### src/srfl_pkg.sv
// package of constants and carrier types for the s-record flash loader
package srfl_pkg;
    localparam int SRFL_CLK_HZ = 100000000;
    localparam int SRFL_ACK_TMO_MS = 100;
    localparam int SRFL_BOOT_WAIT_S = 5;
    localparam int SRFL_BOOT_WAIT_CYC = SRFL_CLK_HZ * SRFL_BOOT_WAIT_S;
    localparam int SRFL_VIRT_CLK_HZ = 9600;
    localparam int SRFL_VIRT_FRAME_CLKS = 192;
    localparam int SRFL_VIRT_CHAR_PER_S = 3000;
    localparam int SRFL_VIRT_CHAR_CYC = SRFL_CLK_HZ / SRFL_VIRT_CHAR_PER_S;
    localparam int SRFL_FIFO_W = 8;
    localparam int SRFL_FIFO_D = 32;
    localparam int SRFL_CNT_W = 16;
    localparam logic [7:0] SRFL_ESC = 8'h1b;
    localparam logic [7:0] SRFL_CR = 8'h0d;
    localparam logic [7:0] SRFL_LF = 8'h0a;
    localparam logic [7:0] SRFL_CH_S = 8'h53;
    localparam logic [7:0] SRFL_CH_8 = 8'h38;
    localparam logic [1:0] SRFL_PORT_PRI = 2'h0;
    localparam logic [1:0] SRFL_PORT_SEC = 2'h1;
    localparam logic [1:0] SRFL_PORT_VIRT = 2'h2;

    // message selectors
    typedef enum logic [2:0] {
        SRFL_MSG_NONE,
        SRFL_MSG_ERASING,
        SRFL_MSG_READY,
        SRFL_MSG_ACK,
        SRFL_MSG_COUNT,
        SRFL_MSG_DONE,
        SRFL_MSG_ERROR,
        SRFL_MSG_BANNER
    } srfl_msg_t;

    typedef struct packed {
        logic [7:0] data;
        logic [1:0] port;
    } srfl_char_t;

    typedef struct packed {
        logic start;
        logic ack_mode;
        logic boot;
        logic [1:0] port;
    } srfl_cmd_t;
endpackage

### src/srfl_fifo.sv
// parameterised valid/ready fifo
`timescale 1ns/1ps
`default_nettype none
module srfl_fifo #(
    parameter int WIDTH = 8,
    parameter int DEPTH = 32
) (
    input wire logic clk,
    input wire logic rst,
    input wire logic in_valid,
    output logic in_ready,
    input wire logic [WIDTH-1:0] in_data,
    output logic out_valid,
    input wire logic out_ready,
    output logic [WIDTH-1:0] out_data
);
    localparam int AW = $clog2(DEPTH);
    logic [WIDTH-1:0] mem [DEPTH];
    logic [AW-1:0] wp, rp, next_wp, next_rp;
    logic [AW:0] cnt, next_cnt;
    logic wr, rd;

    assign in_ready = (cnt != (AW+1)'(DEPTH));
    assign out_valid = (cnt != '0);
    assign out_data = mem[rp];
    assign wr = in_valid && in_ready;
    assign rd = out_valid && out_ready;

    always_comb
    begin
        next_wp = wr ? wp + 1'b1 : wp;
        next_rp = rd ? rp + 1'b1 : rp;
        next_cnt = cnt + (AW+1)'(wr) - (AW+1)'(rd);
    end

    always_ff @(posedge clk or posedge rst)
    begin
        if (rst)
        begin
            wp <= '0;
            rp <= '0;
            cnt <= '0;
        end
        else
        begin
            wp <= next_wp;
            rp <= next_rp;
            cnt <= next_cnt;
        end
    end

    always_ff @(posedge clk)
    begin
        if (wr)
            mem[wp] <= in_data;
    end
endmodule
`default_nettype wire

### src/srfl_loader.sv
// s-record flash loader command interpreter
// How it works
// - ack program command erases flash, prints erasing, then ready when done
// - each good record is programmed then acknowledged, first one as 0000
// - acknowledgement carries four hex digit count, plus one per record
// - after final acknowledgement done is printed; s8 ends the file
// - no record retransmission; recovery only by abort and restart
// - echo and prompt suppressed on the active port while programming
// - ack mode accepted on both serial ports and the virtual port
// - reset command reboots; host waits 5 s before testing
// - banner never printed on the virtual port
// - virtual port paces characters at 3000 per second
// - boot loader talks only on the primary serial port
// - esc at boot message enters boot loader with single line banner
// - boot program command enables handshake, erases, prints ready
// - plain mode reports record count and prints done when error free
// - a record error while receiving or programming aborts the run and prints an error message
// - configuration block erased only when its size changed
`timescale 1ns/1ps
`default_nettype none
module srfl_loader
    import srfl_pkg::*;
#(
    parameter int BOOT_WAIT_CYC = srfl_pkg::SRFL_BOOT_WAIT_CYC
) (
    input wire logic CORE_CLK,
    input wire logic RST,
    input wire srfl_pkg::srfl_cmd_t CMD,
    input wire logic CMD_VALID,
    input wire logic RESET_CMD,
    input wire logic BOOT_ESC,
    input wire logic RX_VALID,
    output logic RX_READY,
    input wire srfl_pkg::srfl_char_t RX_CHAR,
    input wire logic REC_ERROR,
    input wire logic CFG_SIZE_DIFF,
    output logic ERASE_REQ,
    output logic CFG_ERASE_REQ,
    input wire logic ERASE_DONE,
    output logic PROG_REQ,
    input wire logic PROG_DONE,
    output logic HW_HANDSHAKE,
    output logic ECHO_ENABLE,
    output logic PROMPT_ENABLE,
    output logic [1:0] ACTIVE_PORT,
    output srfl_pkg::srfl_msg_t MSG,
    output logic [1:0] MSG_PORT,
    output logic [15:0] MSG_COUNT,
    output logic MSG_VALID,
    input wire logic MSG_READY,
    output logic VIRT_CHAR_EN,
    output logic REBOOT,
    output logic BUSY
);
    import srfl_pkg::*;

    typedef enum {
        ST_IDLE, ST_BOOTING, ST_ERASE, ST_RECV, ST_PROG, ST_REPORT, ST_DONE, ST_FAIL, ST_REBOOT
    } srfl_state_t;

    srfl_state_t state, next_state;
    srfl_msg_t msg, next_msg;
    logic msg_valid, next_msg_valid;
    logic [SRFL_CNT_W-1:0] rec_cnt, next_rec_cnt;
    logic [1:0] port, next_port;
    logic ack_mode, next_ack_mode, boot, next_boot, last, next_last;
    logic esc_seen, next_esc_seen, line_s, next_line_s, line_s8, next_line_s8;
    logic erase_req, next_erase_req, cfg_erase, next_cfg_erase, prog_req, next_prog_req;
    logic hs, next_hs, reboot, next_reboot;
    logic [31:0] wait_cnt, next_wait_cnt;
    logic [$clog2(SRFL_VIRT_CHAR_CYC)-1:0] pace, next_pace;
    logic esc_s1, esc_s2, erase_s1, erase_s2, prog_s1, prog_s2;
    logic f_valid, f_ready;
    srfl_char_t f_char;

    function automatic logic is_abort(input srfl_char_t c, input logic seen);
        return seen && (c.data == SRFL_CR);
    endfunction

    srfl_fifo #(.WIDTH($bits(srfl_char_t)), .DEPTH(SRFL_FIFO_D)) u_fifo (
        .clk(CORE_CLK),
        .rst(RST),
        .in_valid(RX_VALID),
        .in_ready(RX_READY),
        .in_data(RX_CHAR),
        .out_valid(f_valid),
        .out_ready(f_ready),
        .out_data(f_char)
    );

    // characters drain only while receiving; stalls while flash is busy
    assign f_ready = (state == ST_RECV) && !msg_valid;

    // done strobes come from the flash macro clock domain
    always_ff @(posedge CORE_CLK or posedge RST)
    begin
        if (RST)
        begin
            esc_s1 <= 1'b0;
            esc_s2 <= 1'b0;
            erase_s1 <= 1'b0;
            erase_s2 <= 1'b0;
            prog_s1 <= 1'b0;
            prog_s2 <= 1'b0;
        end
        else
        begin
            esc_s1 <= BOOT_ESC;
            esc_s2 <= esc_s1;
            erase_s1 <= ERASE_DONE;
            erase_s2 <= erase_s1;
            prog_s1 <= PROG_DONE;
            prog_s2 <= prog_s1;
        end
    end

    always_comb
    begin
        next_state = state;
        next_msg = msg;
        next_msg_valid = msg_valid && !MSG_READY;
        next_rec_cnt = rec_cnt;
        next_port = port;
        next_ack_mode = ack_mode;
        next_boot = boot;
        next_last = last;
        next_esc_seen = esc_seen;
        next_line_s = line_s;
        next_line_s8 = line_s8;
        next_erase_req = erase_req;
        next_cfg_erase = cfg_erase;
        next_prog_req = prog_req;
        next_hs = hs;
        next_reboot = 1'b0;
        next_wait_cnt = wait_cnt;
        next_pace = (pace == '0) ? ($bits(pace))'(SRFL_VIRT_CHAR_CYC - 1) : pace - 1'b1;
        case (state)
            ST_BOOTING:
            begin
                if (esc_s2)
                begin
                    next_boot = 1'b1;
                    next_port = SRFL_PORT_PRI;
                    next_msg = SRFL_MSG_BANNER;
                    next_msg_valid = 1'b1;
                    next_state = ST_IDLE;
                end
                else if (wait_cnt == '0)
                begin
                    next_state = ST_IDLE;
                    next_msg = SRFL_MSG_BANNER;
                    // banner goes to the primary port, never the virtual one
                    next_port = SRFL_PORT_PRI;
                    next_msg_valid = 1'b1;
                end
                else
                    next_wait_cnt = wait_cnt - 1;
            end
            ST_IDLE:
            begin
                if (RESET_CMD && !msg_valid)
                begin
                    next_state = ST_REBOOT;
                    next_reboot = 1'b1;
                end
                else if (CMD_VALID && CMD.start && !msg_valid
                         && (!boot || CMD.port == SRFL_PORT_PRI))
                begin
                    next_port = CMD.port;
                    next_ack_mode = CMD.ack_mode;
                    next_hs = boot ? 1'b1 : hs;
                    next_rec_cnt = '0;
                    next_erase_req = 1'b1;
                    next_cfg_erase = CFG_SIZE_DIFF && !boot;
                    next_msg = SRFL_MSG_ERASING;
                    next_msg_valid = 1'b1;
                    next_state = ST_ERASE;
                end
            end
            ST_ERASE:
            begin
                if (erase_s2 && !msg_valid)
                begin
                    next_erase_req = 1'b0;
                    next_cfg_erase = 1'b0;
                    next_msg = SRFL_MSG_READY;
                    next_msg_valid = 1'b1;
                    next_state = ST_RECV;
                    next_esc_seen = 1'b0;
                    next_line_s = 1'b0;
                    next_line_s8 = 1'b0;
                end
            end
            ST_RECV:
            begin
                if (REC_ERROR)
                begin
                    next_msg = SRFL_MSG_ERROR;
                    next_msg_valid = 1'b1;
                    next_state = ST_FAIL;
                end
                else if (f_valid && f_ready)
                begin
                    next_esc_seen = (f_char.data == SRFL_ESC);
                    if (is_abort(f_char, esc_seen))
                    begin
                        next_rec_cnt = '0;
                        next_state = ST_IDLE;
                    end
                    else if (f_char.data == SRFL_CR)
                    begin
                        if (line_s)
                        begin
                            next_last = line_s8;
                            next_prog_req = 1'b1;
                            next_state = ST_PROG;
                        end
                        next_line_s = 1'b0;
                    end
                    else if (f_char.data == SRFL_CH_S)
                        next_line_s = 1'b1;
                    else if (line_s && f_char.data == SRFL_CH_8)
                        next_line_s8 = 1'b1;
                end
            end
            ST_PROG:
            begin
                // no retransmission: a failed record ends the whole run
                if (REC_ERROR)
                begin
                    next_prog_req = 1'b0;
                    next_msg = SRFL_MSG_ERROR;
                    next_msg_valid = 1'b1;
                    next_state = ST_FAIL;
                end
                else if (prog_s2)
                begin
                    next_prog_req = 1'b0;
                    next_msg = ack_mode ? SRFL_MSG_ACK : SRFL_MSG_COUNT;
                    next_msg_valid = 1'b1;
                    next_state = ST_REPORT;
                end
            end
            ST_REPORT:
            begin
                if (!msg_valid)
                begin
                    next_rec_cnt = rec_cnt + 1'b1;
                    next_line_s8 = 1'b0;
                    if (last)
                    begin
                        next_msg = SRFL_MSG_DONE;
                        next_msg_valid = 1'b1;
                        next_state = ST_DONE;
                    end
                    else
                        next_state = ST_RECV;
                end
            end
            ST_DONE, ST_FAIL:
            begin
                if (!msg_valid)
                    next_state = ST_IDLE;
            end
            ST_REBOOT:
            begin
                next_boot = 1'b0;
                next_wait_cnt = 32'(BOOT_WAIT_CYC);
                next_state = ST_BOOTING;
            end
            default:
                next_state = ST_IDLE;
        endcase
        // count holds while the closing message drains
        if (state == ST_DONE || state == ST_FAIL)
            next_rec_cnt = rec_cnt;
    end

    always_ff @(posedge CORE_CLK or posedge RST)
    begin
        if (RST)
        begin
            state <= ST_BOOTING;
            msg <= SRFL_MSG_NONE;
            msg_valid <= 1'b0;
            rec_cnt <= '0;
            port <= SRFL_PORT_PRI;
            ack_mode <= 1'b0;
            boot <= 1'b0;
            last <= 1'b0;
            esc_seen <= 1'b0;
            line_s <= 1'b0;
            line_s8 <= 1'b0;
            erase_req <= 1'b0;
            cfg_erase <= 1'b0;
            prog_req <= 1'b0;
            hs <= 1'b0;
            reboot <= 1'b0;
            wait_cnt <= 32'(BOOT_WAIT_CYC);
            pace <= '0;
        end
        else
        begin
            state <= next_state;
            msg <= next_msg;
            msg_valid <= next_msg_valid;
            rec_cnt <= next_rec_cnt;
            port <= next_port;
            ack_mode <= next_ack_mode;
            boot <= next_boot;
            last <= next_last;
            esc_seen <= next_esc_seen;
            line_s <= next_line_s;
            line_s8 <= next_line_s8;
            erase_req <= next_erase_req;
            cfg_erase <= next_cfg_erase;
            prog_req <= next_prog_req;
            hs <= next_hs;
            reboot <= next_reboot;
            wait_cnt <= next_wait_cnt;
            pace <= next_pace;
        end
    end

    assign BUSY = (state != ST_IDLE);
    // echo and prompt are off while a run is active on the chosen port
    assign ECHO_ENABLE = !(BUSY && state != ST_BOOTING);
    assign PROMPT_ENABLE = !(BUSY && state != ST_BOOTING);
    assign ACTIVE_PORT = port;
    assign MSG = msg;
    assign MSG_VALID = msg_valid;
    assign MSG_PORT = port;
    assign MSG_COUNT = rec_cnt;
    assign ERASE_REQ = erase_req;
    assign CFG_ERASE_REQ = cfg_erase;
    assign PROG_REQ = prog_req;
    assign HW_HANDSHAKE = hs;
    assign REBOOT = reboot;
    assign VIRT_CHAR_EN = (pace == '0);
endmodule
`default_nettype wire

### config.mk
export PLATFORM = sky130hd
export DESIGN_NAME = srfl_loader
export DESIGN_NICKNAME = d
export VERILOG_FILES = /design/src/srfl_pkg.sv /design/src/srfl_fifo.sv /design/src/srfl_loader.sv
export SDC_FILE = /design/constraint.sdc
export NUM_CORES = 1
export LEC_CHECK = 0
export ABC_AREA = 1
export BUFFER_PORTS_ARGS = -buffer_cell sky130_fd_sc_hd__buf_2
export CAP_MARGIN = 40
export CORE_MARGIN = 1.5
export CORE_UTILIZATION = 40
export DETAILED_ROUTE_END_ITERATION = 7
export PLACE_DENSITY_LB_ADDON = 0.12
export SYNTH_ARGS = -nofsm -noshare
export SYNTH_HDL_FRONTEND = slang
export SYNTH_SLANG_ARGS = --single-unit
export TNS_END_PERCENT = 5
### constraint.sdc
create_clock -name CORE_CLK -period 4 [get_ports CORE_CLK]
set_input_delay 0.8 -clock CORE_CLK [delete_from_list [all_inputs] [get_ports CORE_CLK]]
set_output_delay 0.8 -clock CORE_CLK [all_outputs]
set_load 0.05 [all_outputs]
# Yosys cells after proc, flatten, opt, wreduce, memory -nomap -nowiden
# Memory sizes are Yosys's and may differ from the RTL's.
# Cells that the tools add are included.
# Widths: inputs -> output; s select.
dict set report word_totals {
  ff_bits 135
  mem_bits_rw 320
  input_bits 26
  word_cells 223
  memories 1
}
# name words word_bits rd rd_clocked_by_memory_dff wr line_no
set memory_table {}
lappend memory_table {u_fifo.mem 32 10 1 0 1 srfl_fifo.sv:18} ;# logic [WIDTH-1:0] mem [DEPTH];
dict set report classes {
  n_addsub 7
  eq_ne 43
  n_mux 93
  bitwise 4
  n_reduce_logical 48
}
# op n
set ops {}
lappend ops {{$mux 32} 16}
lappend ops {{$pmux 32 s8} 1}
lappend ops {{$eq 32x3->1 const B} 5}
lappend ops {{$mux 16} 7}
lappend ops {{$eq 32x4->1 const B} 3}
lappend ops {{$eq 32x2->1 const B} 2}
lappend ops {{$logic_not 32->1} 2}
lappend ops {{$pmux 32 s2} 1}
lappend ops {{$pmux 16 s3} 1}
lappend ops {{$mux 1} 41}
lappend ops {{$mux 3} 12}
lappend ops {{$ne 2x2->1 const B} 18}
lappend ops {{$eq 32x1->1 const B} 1}
lappend ops {{$ne 32x2->1 const B} 1}
lappend ops {{$reduce_bool 32->1} 1}
lappend ops {{$sub 32x1->32 const B} 1}
lappend ops {{$reduce_and 9->1} 3}
lappend ops {{$pmux 3 s6} 1}
lappend ops {{$add 16x1->16 const B} 1}
lappend ops {{$logic_not 16->1} 1}
lappend ops {{$reduce_and 4->1} 4}
lappend ops {{$sub 16x1->16 const B} 1}
lappend ops {{$logic_and 1x1->1} 13}
lappend ops {{$ne 3x3->1 const B} 4}
lappend ops {{other kinds (29)} 54}

# Depth between registers and ports, before layout
# An unclocked memory read counts as a cell.
dict set report logic_depth {
  depth_word 10
  ltp_mapped 20
  ltp_nobuf 18
}

# Cells and area by module
# A second synthesis with hierarchy kept.
dict set report unflattened {
  hier_cells 2199
  area_unflattened_um2 20248.2
}
# module n_inst cells_per_inst area_per_inst_um2 seq_area_each_um2
set modules_own_cells {}
lappend modules_own_cells {srfl_fifo 1 1372 14503.9 10009.6}
lappend modules_own_cells {srfl_loader 1 827 5744.3 2294.7}

# Worst setup path before layout
# No wires, ideal clock.
dict set report synth_path {
  path_kind {reg-to-output}
  startpoint {reg pace[12]}
  endpoint {out VIRT_CHAR_EN}
  arrival_ps 2234
  slack_ps 966
  path_stages_with_launch 4
  cell_sequence {dfrtp_1 nor3_1 nand4_1 nor3_1}
}
dict set report synth_between {
  elab_chain_cells 1
}
# element line_no
set synth_lines {}
lappend synth_lines {{start: declaration} srfl_loader.sv:71} ;# logic [$clog2(SRFL_VIRT_CHAR_CYC)-1:0] pace, next_pace;
lappend synth_lines {{start signal: assignment} srfl_loader.sv:321} ;# pace <= next_pace;
lappend synth_lines {{$logic_not 16->1} srfl_loader.sv:339} ;# assign VIRT_CHAR_EN = (pace == '0);
lappend synth_lines {{end: declaration} srfl_loader.sv:51} ;# output logic VIRT_CHAR_EN,
# No other way between the ends.

# Worst setup path after layout
dict set report layout_path {
  startpoint {reg u_fifo.rp[0]}
  endpoint {reg rec_cnt[15] (netlist: MSG_COUNT[15])}
}
dict set report layout_between {
  elab_chain_cells 5
}
# element line_no
set layout_lines {}
lappend layout_lines {{start: declaration} srfl_fifo.sv:19} ;# logic [AW-1:0] wp, rp, next_wp, next_rp;
lappend layout_lines {{start signal: assignment} srfl_fifo.sv:47} ;# rp <= next_rp;
lappend layout_lines {{$mem_v2 32x10} n/a}
lappend layout_lines {{$eq 8x4->1} srfl_loader.sv:77} ;# return seen && (c.data == SRFL_CR);
lappend layout_lines {{$logic_and 1x1->1} srfl_loader.sv:77}
lappend layout_lines {{$ne 2x2->1 (no line)} n/a}
lappend layout_lines {{$reduce_and 8->1 (no line)} n/a}
lappend layout_lines {{end signal: assignment} srfl_loader.sv:307} ;# rec_cnt <= next_rec_cnt;
lappend layout_lines {{end: declaration} srfl_loader.sv:64} ;# logic [SRFL_CNT_W-1:0] rec_cnt, next_rec_cnt;
# No other way between the ends.
# A chain may end at the register's enable or synchronous reset.

==> flow_summary.toml <==
[setup_path]
reg2regPathDepth = 15
rr_startpoint = "u_fifo.rp[0]$_DFFE_PP0P_"
endpoint = "MSG_COUNT[15]$_DFFE_PP0P_"
endpoint_kind = "flop"
required_ns = 4.48
timing_worst_setup_path_type = "reg2reg"
worstPathCellList = "inv_4 > buf_12 > nand2_1 > nand3_1 > a21oi_1 > nor2_1 > nand2_1 > nand2_2 > nand2_2 > nor2_4 > nand3_2 > a21boi_2 > buf_4 > nand3_1 > o21ai_0"
start_kind = "flop"
cp-startpoint = "u_fifo.rp[0]$_DFFE_PP0P_"
rr_endpoint = "MSG_COUNT[15]$_DFFE_PP0P_"
reg2reg_slack_ns = 0.83
crit_family = "simple AND/OR/NAND/NOR gates"
crit_fanout = 49
cp_num_buf_inv = 3
worstPathArrival_ns = 3.65
crit_path_max_incr_delay_ns = 0.50
critPathSlowestCell = "dfrtp_4"
cp_num_cells = 15

[power]
p_int_mw = 7.93
seq_power_share = 0.378
clkPwrFrac = 0.292
fin_total_pwr_mw = 12.8
switching_power_mw = 4.86
share_comb_of_total_power = 0.330
p_leak_nw = 7.66
vdd_drop_max_mv = 0.471
power_per_cell_area_nw_per_um2 = 683
switching_share = 0.380

[drt]
vias = 11687
ant_nets = 0
first_pass_iters = 4
wl_per_cell_um = 17.1
dr.first_iter.drc_count = 784
via_per_inst = 5.01
wl_um = 40000
route.detailed.drc = 0

[logic_synthesis]
yosys-top-cells-area = "edfxtp_1 46%, dfrtp_1 14%, nand2_1 9.9%"
yosys_warnings = 0
synth_edf_count = 256
syn-cell-area_um2 = 16600
synthFlopType = "edfxtp_1"
ys_types = 45
postSynthAreaPerCell_um2 = 9.72
synthMuxAreaShare = 0
synth_xor_area_frac = 0.0143
synth_fa_ha_area_frac = 0.0148
yosys.area.top_type_share = 0.464
synth-async-reset-ratio = 0.295
synth_compound_area_frac = 0.0536
ys_ff_latch = 363
synthSimpleGateAreaFrac = 0.234
synth.most_common_cell = "nand2_1"
yosysTopAreaCell = "edfxtp_1"
synth_cells = 1706
synth_fp_nets = 1751
synth_common_cells = "439 x nand2_1, 256 x edfxtp_1, 225 x nor2_1, 168 x nand3_1, 147 x inv_1"
synth_top_family_by_area = "simple AND/OR/NAND/NOR gates"
ys_seq_area_frac = 0.626

[worst_hold_path]
hp-class = "in2async"

[cts]
clk_pin_slew_ns = 0.06
post_cts_buffers = 0
cts_made_buffers = 42
clock_latency_ns = 0.57
cts_buffer_depth = 3
clock-sinks = 363
root_buffer = "clkbuf_16"
cts_resized = 0
htreeDepth = 2
cts_tree = "done"
hold_buffers = 0

[outcome]
status = "completed"

[sta]
rsz0062_at_grt = "false"
slew_headroom = 0.406
hold_slack_ns = 0.343
slew_violations = 0
clock_skew_ns = 0.0231
setup_viol = 0
fmax_mhz = 316
final.min_clock_period_ns = 3.17
hold_viol = 0
period_share = 0.792
worst_pin_slew_ns = 0.887
fin_setup_tns_ns = 0

[placed_design]
place.gp.congestion = 0.853
placed_cell_area_um2 = 17400
numPortBuffers = 56
dp_hpwl_um = 24200

[layout]
fin_nets = 1812
num_antenna_cells = 0
area_delta_synth_final_pct = 13.0
drive_gt1_frac = 0.0988
final_area_um2 = 18700
fin_util = 0.459

[floorplanning]
start_util = 0.406
core_region_area_um2 = 40800
dieArea_um2 = 42700
rows = 74
fp.dieW_um = 207
io_pins = 60
die_h_um = 207

[global_route]
overflow = 0
track_usage = 0.192
grt_max_degree = 135
antenna_found_initial = 0
first_global_vias = 11041
grt_pass1_wl_um = 62700

[job]
cap_viol_max_count = 0
-- state kept, by name, indices dropped and copies added (netlist names), 2 cells and up --
| name | cells |
|---|---|
| u_fifo.rp | 5 |
| MSG | 3 |
| pace | 16 |
| u_fifo.cnt | 6 |
| u_fifo.mem | 256 |
| state | 4 |
| MSG_COUNT | 16 |
| ACTIVE_PORT | 2 |
| wait_cnt | 32 |
| u_fifo.wp | 5 |
-- stage by stage --
step                setup slack [ns]  std cells
floorplan                      0.406       1706
global placement               0.823       2253
CTS                            0.811       2333
global route                   0.539       2333
detailed placement             0.833       2255
finish                         0.830       2333
-- cell usage in the layout, fill, tap and decap left out, types with 17 or more instances in the layout --
cell type and count:
o21ai_0 86, nor2_1 225, nand4_1 22, nand2_1 439
ha_1 18, xor2_1 22, nand3_1 168, clkbuf_16 43
dfrtp_1 91, nor3_1 23, edfxtp_1 256, a21oi_1 47
inv_1 146, buf_2 56, nor4_1 17
-- final cells by class --
type,instances,area [um^2]
fill,3863,22100
sequential,363,10400
multi-input combinational,1127,5240
clock buffer,54,1130
tap,532,666
inverter,157,597
timing repair buffer,76,505
clock inverter,24,205
-- how the worst min path moves through the flow --
stage,startpoint,endpoint,slack [ns],cells past startpoint
4_1_cts,BOOT_ESC,esc_s1$_DFF_PP0_,0.32,1
3_5_place_dp,esc_s1$_DFF_PP0_,esc_s2$_DFF_PP0_,0.33,0
6_report,RST,pace[3]$_DFF_PP0_,0.34,2
2_1_floorplan,erase_s1$_DFF_PP0_,erase_s2$_DFF_PP0_,0.33,0
5_1_grt,BOOT_ESC,esc_s1$_DFF_PP0_,0.33,1
3_3_place_gp,erase_s1$_DFF_PP0_,erase_s2$_DFF_PP0_,0.34,0
-- routing by layer --
metal / vias to the layer above / global-route usage / routed length, um
li1: 5833 / - / -
met1: 5556 / 0.274 / 19200
met2: 226 / 0.297 / 18100
met3: 72 / 0.0325 / 1640
met4: 0 / 0.0603 / 1010
met5: - / 0 / 0
-- power by group through the flow --
| stage | clock, mW | combinational, mW | sequential (mW) |
|---|---|---|---|
| finish | 3.73 | 4.22 | 4.83 |
| detailed placement | 0 | 4.25 | 4.90 |
| global placement | 0 | 4.20 | 4.89 |
| floorplan | 0 | 3.00 | 5.00 |
| CTS | 3.83 | 4.27 | 4.83 |
| global route | 3.97 | 4.77 | 4.89 |
-- logic make-up after synthesis --
| family | Yosys count |
|---|---|
| buf+inv | 216 |
| xor+xnor | 27 |
| flops | 363 |
| fa+ha+maj | 19 |
| simple gates | 918 |
| compound gates | 163 |
(Power assumes the default switching activity.)
